**src/include/csor_core_regs.vh**
```
// register indices, field positions, reset values and operation codes of the core state block
`ifndef CSOR_CORE_REGS_VH
`define CSOR_CORE_REGS_VH

`define CSOR_AW              12
`define CSOR_IDX_IC          10'h004
`define CSOR_IDX_CMD         10'h008
`define CSOR_IDX_SP          10'h081
`define CSOR_IDX_PSW         10'h0d0
`define CSOR_IDX_ACC         10'h0e0
`define CSOR_IDX_B           10'h0f0

`define CSOR_IC_RST          16'h0000
`define CSOR_SP_RST          8'h07
`define CSOR_PSW_RST         8'h00
`define CSOR_ACC_RST         8'h00
`define CSOR_B_RST           8'h00

`define CSOR_PSW_CY          7
`define CSOR_PSW_AC          6
`define CSOR_PSW_F0          5
`define CSOR_PSW_RS1         4
`define CSOR_PSW_RS0         3
`define CSOR_PSW_OV          2
`define CSOR_PSW_F1          1
`define CSOR_PSW_P           0

`define CSOR_CMD_OP_LSB      0
`define CSOR_CMD_OP_MSB      3
`define CSOR_CMD_OPND_LSB    8
`define CSOR_CMD_OPND_MSB    15
`define CSOR_CMD_PEND_BIT    31

`define CSOR_OP_NONE         4'h0
`define CSOR_OP_ADD          4'h1
`define CSOR_OP_ADDC         4'h2
`define CSOR_OP_SUBB         4'h3
`define CSOR_OP_MUL          4'h4
`define CSOR_OP_DIV          4'h5
`define CSOR_OP_AND          4'h6
`define CSOR_OP_OR           4'h7
`define CSOR_OP_XOR          4'h8
`define CSOR_OP_MOV          4'h9

`define CSOR_RESP_OKAY       2'h0
`define CSOR_RESP_SLVERR     2'h2

`endif

```
**src/core/csor_alu.v**
```verilog
// combinational arithmetic unit: add, subtract, product, quotient and logic ops
`timescale 1ns/1ns
`include "csor_core_regs.vh"
module csor_alu (
  op_code,
  acc_in,
  b_in,
  opnd_in,
  cy_in,
  acc_res,
  b_res,
  wr_acc,
  wr_b,
  cy_res,
  ac_res,
  ov_res,
  upd_cy,
  upd_ac,
  upd_ov
);
  input  wire [3:0] op_code;
  input  wire [7:0] acc_in;
  input  wire [7:0] b_in;
  input  wire [7:0] opnd_in;
  input  wire       cy_in;
  output reg  [7:0] acc_res;
  output reg  [7:0] b_res;
  output reg        wr_acc;
  output reg        wr_b;
  output reg        cy_res;
  output reg        ac_res;
  output reg        ov_res;
  output reg        upd_cy;
  output reg        upd_ac;
  output reg        upd_ov;

  reg        cin;
  reg [8:0]  sum9;
  reg [4:0]  nib5;
  reg [15:0] prod;

  always @* begin
    cin     = 1'b0;
    sum9    = 9'h000;
    nib5    = 5'h00;
    prod    = 16'h0000;
    acc_res = acc_in;
    b_res   = b_in;
    wr_acc  = 1'b0;
    wr_b    = 1'b0;
    cy_res  = cy_in;
    ac_res  = 1'b0;
    ov_res  = 1'b0;
    upd_cy  = 1'b0;
    upd_ac  = 1'b0;
    upd_ov  = 1'b0;
    case (op_code)
      `CSOR_OP_ADD, `CSOR_OP_ADDC: begin
        cin     = (op_code == `CSOR_OP_ADDC) ? cy_in : 1'b0;
        sum9    = {1'b0, acc_in} + {1'b0, opnd_in} + {8'h00, cin};
        nib5    = {1'b0, acc_in[3:0]} + {1'b0, opnd_in[3:0]} + {4'h0, cin};
        acc_res = sum9[7:0];
        wr_acc  = 1'b1;
        cy_res  = sum9[8]; // [RULE7]
        ac_res  = nib5[4]; // [RULE8]
        ov_res  = (acc_in[7] == opnd_in[7]) && (sum9[7] != acc_in[7]); // [RULE11]
        upd_cy  = 1'b1;
        upd_ac  = 1'b1;
        upd_ov  = 1'b1;
      end
      `CSOR_OP_SUBB: begin
        sum9    = {1'b0, acc_in} - {1'b0, opnd_in} - {8'h00, cy_in};
        nib5    = {1'b0, acc_in[3:0]} - {1'b0, opnd_in[3:0]} - {4'h0, cy_in};
        acc_res = sum9[7:0];
        wr_acc  = 1'b1;
        cy_res  = sum9[8]; // [RULE7]
        ac_res  = nib5[4]; // [RULE8]
        ov_res  = (acc_in[7] != opnd_in[7]) && (sum9[7] != acc_in[7]); // [RULE11]
        upd_cy  = 1'b1;
        upd_ac  = 1'b1;
        upd_ov  = 1'b1;
      end
      `CSOR_OP_MUL: begin
        prod    = acc_in * b_in;
        acc_res = prod[7:0]; // [RULE3]
        b_res   = prod[15:8]; // [RULE3]
        wr_acc  = 1'b1;
        wr_b    = 1'b1;
        cy_res  = 1'b0;
        ov_res  = (prod[15:8] != 8'h00);
        upd_cy  = 1'b1;
        upd_ov  = 1'b1;
      end
      `CSOR_OP_DIV: begin
        // divide by zero leaves both operands alone and raises overflow
        cy_res = 1'b0;
        upd_cy = 1'b1;
        upd_ov = 1'b1;
        if (b_in == 8'h00) begin
          ov_res = 1'b1;
        end else begin
          acc_res = acc_in / b_in; // [RULE4]
          b_res   = acc_in % b_in; // [RULE4]
          wr_acc  = 1'b1;
          wr_b    = 1'b1;
        end
      end
      `CSOR_OP_AND: begin
        acc_res = acc_in & opnd_in; // [RULE2]
        wr_acc  = 1'b1;
      end
      `CSOR_OP_OR: begin
        acc_res = acc_in | opnd_in; // [RULE2]
        wr_acc  = 1'b1;
      end
      `CSOR_OP_XOR: begin
        acc_res = acc_in ^ opnd_in; // [RULE2]
        wr_acc  = 1'b1;
      end
      `CSOR_OP_MOV: begin
        acc_res = opnd_in; // [RULE2]
        wr_acc  = 1'b1;
      end
      default: begin
        wr_acc = 1'b0;
      end
    endcase
  end
endmodule

```
**src/core/csor_top.v**
```verilog
// core architectural state: counter, operand registers, stack pointer, status word, axi4-lite
//
// Functional notes
// [RULE1] 16-bit instruction counter resets to zero
// [RULE2] main operand register sources and receives results
// [RULE3] product: low byte main, high byte second
// [RULE4] quotient to main, remainder to second
// [RULE5] second operand register freely read and written
// [RULE6] 8-bit stack pointer resets to 07h
// [RULE7] carry bit 7 tracks msb carry/borrow
// [RULE8] half-carry bit 6 tracks bit-3 carry/borrow
// [RULE9] bank select bits 4-3 pick ram bank
// [RULE10] parity bit 0 follows main operand register
// [RULE11] overflow bit 2; bits 5,1 user flags
`timescale 1ns/1ns
`include "csor_core_regs.vh"
module csor_top (
  mclk,
  sys_rst,
  s_axi_awaddr,
  s_axi_awprot,
  s_axi_awvalid,
  s_axi_awready,
  s_axi_wdata,
  s_axi_wstrb,
  s_axi_wvalid,
  s_axi_wready,
  s_axi_bresp,
  s_axi_bvalid,
  s_axi_bready,
  s_axi_araddr,
  s_axi_arprot,
  s_axi_arvalid,
  s_axi_arready,
  s_axi_rdata,
  s_axi_rresp,
  s_axi_rvalid,
  s_axi_rready,
  seq_op_valid,
  seq_op_code,
  seq_operand,
  seq_pc_load,
  seq_pc_value,
  seq_pc_step,
  seq_sp_push,
  seq_sp_pop,
  instr_counter,
  main_operand,
  second_operand,
  stack_top_ptr,
  prog_status_word,
  bank_base,
  cmd_pending
);
  input  wire                 mclk;
  input  wire                 sys_rst;
  input  wire [`CSOR_AW-1:0]  s_axi_awaddr;
  input  wire [2:0]           s_axi_awprot;
  input  wire                 s_axi_awvalid;
  output wire                 s_axi_awready;
  input  wire [31:0]          s_axi_wdata;
  input  wire [3:0]           s_axi_wstrb;
  input  wire                 s_axi_wvalid;
  output wire                 s_axi_wready;
  output reg  [1:0]           s_axi_bresp;
  output reg                  s_axi_bvalid;
  input  wire                 s_axi_bready;
  input  wire [`CSOR_AW-1:0]  s_axi_araddr;
  input  wire [2:0]           s_axi_arprot;
  input  wire                 s_axi_arvalid;
  output wire                 s_axi_arready;
  output reg  [31:0]          s_axi_rdata;
  output reg  [1:0]           s_axi_rresp;
  output reg                  s_axi_rvalid;
  input  wire                 s_axi_rready;
  input  wire                 seq_op_valid;
  input  wire [3:0]           seq_op_code;
  input  wire [7:0]           seq_operand;
  input  wire                 seq_pc_load;
  input  wire [15:0]          seq_pc_value;
  input  wire                 seq_pc_step;
  input  wire                 seq_sp_push;
  input  wire                 seq_sp_pop;
  output wire [15:0]          instr_counter;
  output wire [7:0]           main_operand;
  output wire [7:0]           second_operand;
  output wire [7:0]           stack_top_ptr;
  output wire [7:0]           prog_status_word;
  output wire [7:0]           bank_base;
  output wire                 cmd_pending;

  // returns 1 when the word index names a register of this block
  function mapped;
    input [9:0] idx;
    begin
      case (idx)
        `CSOR_IDX_IC, `CSOR_IDX_CMD, `CSOR_IDX_SP,
        `CSOR_IDX_PSW, `CSOR_IDX_ACC, `CSOR_IDX_B: mapped = 1'b1;
        default: mapped = 1'b0;
      endcase
    end
  endfunction

  reg  [15:0]         ic_q;
  reg  [7:0]          acc_q;
  reg  [7:0]          b_q;
  reg  [7:0]          sp_q;
  reg  [7:0]          psw_q;
  reg                 cmd_pend_q;
  reg  [3:0]          cmd_op_q;
  reg  [7:0]          cmd_opnd_q;

  reg                 aw_held_q;
  reg  [9:0]          aw_idx_q;
  reg                 w_held_q;
  reg  [31:0]         w_data_q;
  reg  [3:0]          w_strb_q;

  wire                parity;
  wire [7:0]          psw_view;
  wire                wr_fire;
  wire                wr_lane0;
  wire                rd_fire;
  wire [9:0]          rd_idx;
  reg  [31:0]         rd_word;

  wire                op_go;
  wire [3:0]          op_code;
  wire [7:0]          op_opnd;
  wire                cmd_go;
  wire [7:0]          alu_acc;
  wire [7:0]          alu_b;
  wire                alu_wr_acc;
  wire                alu_wr_b;
  wire                alu_cy;
  wire                alu_ac;
  wire                alu_ov;
  wire                alu_upd_cy;
  wire                alu_upd_ac;
  wire                alu_upd_ov;

  reg  [7:0]          acc_d;
  reg  [7:0]          b_d;
  reg  [7:0]          psw_d;
  reg  [7:0]          sp_d;
  reg  [15:0]         ic_d;

  // parity is never stored, so software cannot make it disagree with the operand
  assign parity   = ^acc_q; // [RULE10]
  assign psw_view = {psw_q[7:1], parity}; // [RULE10]

  // write address and data are held separately; either may arrive first
  assign s_axi_awready = !aw_held_q && !s_axi_bvalid;
  assign s_axi_wready  = !w_held_q && !s_axi_bvalid;
  assign wr_fire       = aw_held_q && w_held_q && !s_axi_bvalid;
  assign wr_lane0      = wr_fire && w_strb_q[0] && mapped(aw_idx_q);
  assign s_axi_arready = !s_axi_rvalid;
  assign rd_fire       = s_axi_arvalid && s_axi_arready;
  assign rd_idx        = s_axi_araddr[11:2];

  always @(posedge mclk) begin
    if (sys_rst) begin
      aw_held_q    <= 1'b0;
      aw_idx_q     <= 10'h000;
      w_held_q     <= 1'b0;
      w_data_q     <= 32'h00000000;
      w_strb_q     <= 4'h0;
      s_axi_bvalid <= 1'b0;
      s_axi_bresp  <= `CSOR_RESP_OKAY;
    end else begin
      if (s_axi_awvalid && s_axi_awready) begin
        aw_held_q <= 1'b1;
        aw_idx_q  <= s_axi_awaddr[11:2];
      end else if (wr_fire) begin
        aw_held_q <= 1'b0;
      end
      if (s_axi_wvalid && s_axi_wready) begin
        w_held_q <= 1'b1;
        w_data_q <= s_axi_wdata;
        w_strb_q <= s_axi_wstrb;
      end else if (wr_fire) begin
        w_held_q <= 1'b0;
      end
      if (wr_fire) begin
        s_axi_bvalid <= 1'b1;
        s_axi_bresp  <= mapped(aw_idx_q) ? `CSOR_RESP_OKAY : `CSOR_RESP_SLVERR;
      end else if (s_axi_bready) begin
        s_axi_bvalid <= 1'b0;
      end
    end
  end

  // read data is the state at the address handshake edge
  always @* begin
    rd_word = 32'h00000000;
    case (rd_idx)
      `CSOR_IDX_IC:  rd_word = {16'h0000, ic_q};
      `CSOR_IDX_CMD: rd_word = {cmd_pend_q, 15'h0000, cmd_opnd_q, 4'h0, cmd_op_q};
      `CSOR_IDX_SP:  rd_word = {24'h000000, sp_q};
      `CSOR_IDX_PSW: rd_word = {24'h000000, psw_view};
      `CSOR_IDX_ACC: rd_word = {24'h000000, acc_q};
      `CSOR_IDX_B:   rd_word = {24'h000000, b_q}; // [RULE5]
      default:       rd_word = 32'h00000000;
    endcase
  end

  always @(posedge mclk) begin
    if (sys_rst) begin
      s_axi_rvalid <= 1'b0;
      s_axi_rdata  <= 32'h00000000;
      s_axi_rresp  <= `CSOR_RESP_OKAY;
    end else if (rd_fire) begin
      s_axi_rvalid <= 1'b1;
      s_axi_rdata  <= rd_word;
      s_axi_rresp  <= mapped(rd_idx) ? `CSOR_RESP_OKAY : `CSOR_RESP_SLVERR;
    end else if (s_axi_rready) begin
      s_axi_rvalid <= 1'b0;
    end
  end

  // the sequencer owns the operation path; a software command waits behind it
  assign cmd_go  = cmd_pend_q && !seq_op_valid;
  assign op_go   = seq_op_valid || cmd_go;
  assign op_code = seq_op_valid ? seq_op_code : (cmd_go ? cmd_op_q : `CSOR_OP_NONE);
  assign op_opnd = seq_op_valid ? seq_operand : cmd_opnd_q;

  csor_alu u_alu (
    .op_code (op_code),
    .acc_in  (acc_q),
    .b_in    (b_q),
    .opnd_in (op_opnd),
    .cy_in   (psw_q[`CSOR_PSW_CY]),
    .acc_res (alu_acc),
    .b_res   (alu_b),
    .wr_acc  (alu_wr_acc),
    .wr_b    (alu_wr_b),
    .cy_res  (alu_cy),
    .ac_res  (alu_ac),
    .ov_res  (alu_ov),
    .upd_cy  (alu_upd_cy),
    .upd_ac  (alu_upd_ac),
    .upd_ov  (alu_upd_ov)
  );

  // an operation result beats a bus write to the same register in one cycle
  always @* begin
    acc_d = acc_q;
    if (op_go && alu_wr_acc) begin
      acc_d = alu_acc; // [RULE2]
    end else if (wr_lane0 && aw_idx_q == `CSOR_IDX_ACC) begin
      acc_d = w_data_q[7:0];
    end
  end

  always @* begin
    b_d = b_q;
    if (op_go && alu_wr_b) begin
      b_d = alu_b; // [RULE3]
    end else if (wr_lane0 && aw_idx_q == `CSOR_IDX_B) begin
      b_d = w_data_q[7:0]; // [RULE5]
    end
  end

  // bus writes bits 7..1; hardware flag updates override only the flags they touch
  always @* begin
    psw_d = psw_q;
    if (wr_lane0 && aw_idx_q == `CSOR_IDX_PSW) begin
      psw_d[7:1] = w_data_q[7:1]; // [RULE11]
    end
    if (op_go && alu_upd_cy) begin
      psw_d[`CSOR_PSW_CY] = alu_cy; // [RULE7]
    end
    if (op_go && alu_upd_ac) begin
      psw_d[`CSOR_PSW_AC] = alu_ac; // [RULE8]
    end
    if (op_go && alu_upd_ov) begin
      psw_d[`CSOR_PSW_OV] = alu_ov; // [RULE11]
    end
    psw_d[`CSOR_PSW_P] = 1'b0;
  end

  // stack grows upward: push pre-increments, pop post-decrements
  always @* begin
    sp_d = sp_q;
    if (seq_sp_push && !seq_sp_pop) begin
      sp_d = sp_q + 8'h01; // [RULE6]
    end else if (seq_sp_pop && !seq_sp_push) begin
      sp_d = sp_q - 8'h01; // [RULE6]
    end else if (wr_lane0 && aw_idx_q == `CSOR_IDX_SP) begin
      sp_d = w_data_q[7:0];
    end
  end

  always @* begin
    ic_d = ic_q;
    if (seq_pc_load) begin
      ic_d = seq_pc_value; // [RULE1]
    end else if (seq_pc_step) begin
      ic_d = ic_q + 16'h0001; // [RULE1]
    end
  end

  always @(posedge mclk) begin
    if (sys_rst) begin
      ic_q  <= `CSOR_IC_RST; // [RULE1]
      acc_q <= `CSOR_ACC_RST;
      b_q   <= `CSOR_B_RST;
      sp_q  <= `CSOR_SP_RST; // [RULE6]
      psw_q <= `CSOR_PSW_RST;
    end else begin
      ic_q  <= ic_d;
      acc_q <= acc_d;
      b_q   <= b_d;
      sp_q  <= sp_d;
      psw_q <= psw_d;
    end
  end

  // a new command while one is pending replaces it; a set wins over the clear
  always @(posedge mclk) begin
    if (sys_rst) begin
      cmd_pend_q <= 1'b0;
      cmd_op_q   <= `CSOR_OP_NONE;
      cmd_opnd_q <= 8'h00;
    end else if (wr_lane0 && aw_idx_q == `CSOR_IDX_CMD) begin
      cmd_pend_q <= (w_data_q[`CSOR_CMD_OP_MSB:`CSOR_CMD_OP_LSB] != `CSOR_OP_NONE);
      cmd_op_q   <= w_data_q[`CSOR_CMD_OP_MSB:`CSOR_CMD_OP_LSB];
      if (w_strb_q[1]) begin
        cmd_opnd_q <= w_data_q[`CSOR_CMD_OPND_MSB:`CSOR_CMD_OPND_LSB];
      end
    end else if (cmd_go) begin
      cmd_pend_q <= 1'b0;
    end
  end

  assign instr_counter    = ic_q;
  assign main_operand     = acc_q;
  assign second_operand   = b_q;
  assign stack_top_ptr    = sp_q;
  assign prog_status_word = psw_view;
  // working registers sit at bank * 8 in internal ram
  assign bank_base        = {3'h0, psw_q[`CSOR_PSW_RS1], psw_q[`CSOR_PSW_RS0], 3'h0}; // [RULE9]
  assign cmd_pending      = cmd_pend_q;

endmodule

```
**config.mk**
```make
export PLATFORM = sky130hd
export DESIGN_NAME = csor_top
export DESIGN_NICKNAME = d
export VERILOG_FILES = /design/src/core/csor_alu.v /design/src/core/csor_top.v
export VERILOG_INCLUDE_DIRS = /design/src /design/src/include
export SDC_FILE = /design/constraint.sdc
export NUM_CORES = 1
export LEC_CHECK = 0
export BUFFER_PORTS_ARGS = -buffer_cell sky130_fd_sc_hd__buf_4
export CAP_MARGIN = 25
export CORE_MARGIN = 8
export CORE_UTILIZATION = 56
export DETAILED_ROUTE_END_ITERATION = 16
export PLACE_DENSITY = 0.88
export SYNTH_ARGS = -nofsm -noshare
export SYNTH_HDL_FRONTEND = slang
export SYNTH_SLANG_ARGS = --single-unit
```
**constraint.sdc**
```tcl
create_clock -name mclk -period 12.8 [get_ports mclk]
set_clock_uncertainty 0.05 [all_clocks]
set_input_delay 2.56 -clock mclk [delete_from_list [all_inputs] [get_ports mclk]]
set_output_delay 2.56 -clock mclk [all_outputs]
set_load 0.02 [all_outputs]
```
==> results_dict.tcl <==
set metrics [dict create \
    dpl.hpwl_um 28500 \
    synth_seq_cells 111 \
    crit_arrival_ns 12.37 \
    cts.sinks 111 \
    nFillCells 1654 \
    pin_count 204 \
    antenna_left 0 \
    core_region_area_um2 19500 \
    dieWidth_um 157 \
    cts_root_buf "clkbuf_16" \
    fmax_ghz 0.0823 \
    yosysTopAreaCellShare_pct 20.0 \
    synthXorXnorAreaFrac_pct 5.47 \
    wl_um 37300 \
    post-route-period-util_pct 94.9 \
    synth_edf_count 0 \
    hold_ws_ns 0.404 \
    synth_adder_area_share_pct 20.4 \
    overflow 0 \
    hp-class "register to register" \
    path_clk_slew_ns 0.07 \
    synth_cells 1440 \
    start_util_pct 57.2 \
    drt_drc_violations_left 0 \
    rsz0062_at_grt "no" \
    grt.total_usage_pct 29.2 \
    numPortBuffers 152 \
    async_flop_share_pct 0 \
    drt_iter0_drc 1301 \
    path_max_fanout 17 \
    gp_congestion 0.971 \
    ys_warn_count 0 \
    period_minus_slack_ns 12.15 \
    area_growth_pct 14.6 \
    synth_compound_area_share_pct 21.5 \
    synth_commonest_cells "nand2_1, nor2_1, a21oi_1" \
    grt_start_max_net_pins 58 \
    syn_area_per_cell_um2 7.73 \
    yosysUniqueCellTypes 83 \
    maxCapViolCount 0 \
    worst_setup_path_start_kind "register" \
    rows 51 \
    antenna_found_initial 0 \
    htreeDepth 3 \
    setup_ws_ns 0.648 \
    path_class "register to register" \
    holdBufCountCts 0 \
    finalMaxSlewViolations 0 \
    final_nets 1821 \
    regArea_um2 2220 \
    antennaDiodeCount 0 \
    grt_pass1_vias 11000 \
    drive_gt1_share_pct 14.7 \
    worst_slew_pin_slew_ns 1.06 \
    cts_tree "built" \
    setup_violations 0 \
    yosysTopAreaCell "dfxtp_1" \
    synth_seq_area_share_pct 20.0 \
    die_h_um 157 \
    clockBufferDepth 2 \
    vias 11500 \
    synthMuxAreaShare_pct 4.80 \
    worst_setup_path_end_kind "register" \
    synthTopCellsByArea "dfxtp_1, ha_1, fa_1" \
    clk_latency_ns 0.36 \
    dp_slack_ns 0.246 \
    numCtsBuffers 9 \
    cpMaxStageDelayCell "nor4_4" \
    dr.pass1.iters 10 \
    status "complete, no violations" \
    synth_flop_cell "dfxtp_1" \
    vias_per_cell 6.28 \
    max_stage_delay_ns 0.51 \
    multi_input_area_um2 8200 \
    die_area_um2 24700 \
    tns_ns 0 \
    grt_pass1_wl_um 57200 \
    synth_area_um2 11100 \
    synth-simple-area-share_pct 20.3 \
    hold_violations 0 \
    slew-limit-headroom_pct 28.7 \
    crit_required_ns 13.01 \
    wl_per_cell_um 20.4 \
    synth_top_family_by_area "compound AO/OA/AOI/OAI gates" \
    synth.most_common_cell "nand2_1" \
]
[flip-flops by register name, summed over array words and instances, names as in the netlist]
name	flops
w_strb_q	2
cmd_op_q	4
second_operand	8
s_axi_bvalid	1
aw_idx_q	10
cmd_pending	1
w_held_q	1
instr_counter	16
s_axi_rvalid	1
aw_held_q	1
w_data_q	16
s_axi_bresp	1
stack_top_ptr	8
s_axi_rdata	17
main_operand	8
cmd_opnd_q	8
s_axi_rresp	1
psw_q	7
[worst max-delay path, delay by kind of cell, from the launching register on]
| family | cells | cell delay (ns) |
|---|---|---|
| AOI/OAI and AO/OA | 25 | 5.92 |
| xor gates and xnor gates | 1 | 0.12 |
| adders and majority gates | 7 | 2.53 |
| buffers and inverters | 2 | 0.31 |
| DFF | 1 | 0.49 |
| muxes | 3 | 0.90 |
| and+or+nand+nor | 7 | 1.74 |
[timing repair]
item                                   CTS  global route
resized for setup                        0             7
endpoints found under the hold margin    0             0
setup endpoints to repair                0             9
setup buffers                            0             0
[path summary, 6_finish.rpt]
path                                   startpoint                end  slack [ns]  cells past startpoint
worst max-delay path            second_operand[4]  second_operand[0]        0.65                     45
worst min-delay path                  aw_idx_q[9]        aw_idx_q[9]        0.40                      2
worst max register to register  second_operand[4]  second_operand[0]        0.65                     45
worst min register to register        aw_idx_q[9]        aw_idx_q[9]        0.40                      2
[cell type report]
cell class	count	share of cell area, %
Timing Repair Buffer	180	10.6
Clock inverter	7	0.520
Clock buffer	9	1.76
Multi-Input combinational cell	1158	64.2
Inverter	98	2.88
Sequential cell	111	17.4
Tap cell	265	2.60
[cell families after synthesis]
family,count (synthesis)
buf+inv,193
mux,51
simple gates,492
flops,111
compound gates,367
other cells,1
xor+xnor,68
fa+ha+maj,157
[through the flow]
stage	util, %	std cells	cell area [um^2]
6_report	65.6	1828	12800
3_5_place_dp	63.9	1812	12400
5_1_grt	65.6	1828	12800
4_1_cts	65.4	1828	12700
2_1_floorplan	-	1462	11200
3_3_place_gp	63.9	1812	12400
[metal layers]
metal | track usage, % | vias up | share of wire (%)
met4 | 15.2 | 0 | 5.4
met2 | 47.1 | 708 | 45
li1 | - | 5256 | -
met3 | 5.57 | 165 | 11
met5 | 0 | - | 0
met1 | 36.6 | 5344 | 39
[cells in the final DEF, fill, tap and decap left out, types with 7 or more instances in the layout]
cell and n:
nand2_1 180, buf_4 180, nor2_1 147, a21oi_1 124, ha_1 116, dfxtp_1 111, inv_1 92, o21ai_0 57
mux2i_1 41, fa_1 41, xnor2_1 37, nor3_1 36, xor2_1 30, nand3_1 27, a211oi_1 25, conb_1 23
a221oi_1 22, a21o_1 16, a22oi_1 15, nor2b_1 14, o21a_1 14, o211ai_1 13, and3_1 11, or3_1 10
nand4_1 9, and2_1 9, a31oi_1 9, clkbuf_16 9, mux2_2 7, or2_2 7
Power is not shown: default switching activity piles up to over one toggle a cycle in this logic, so the estimate is an artifact.
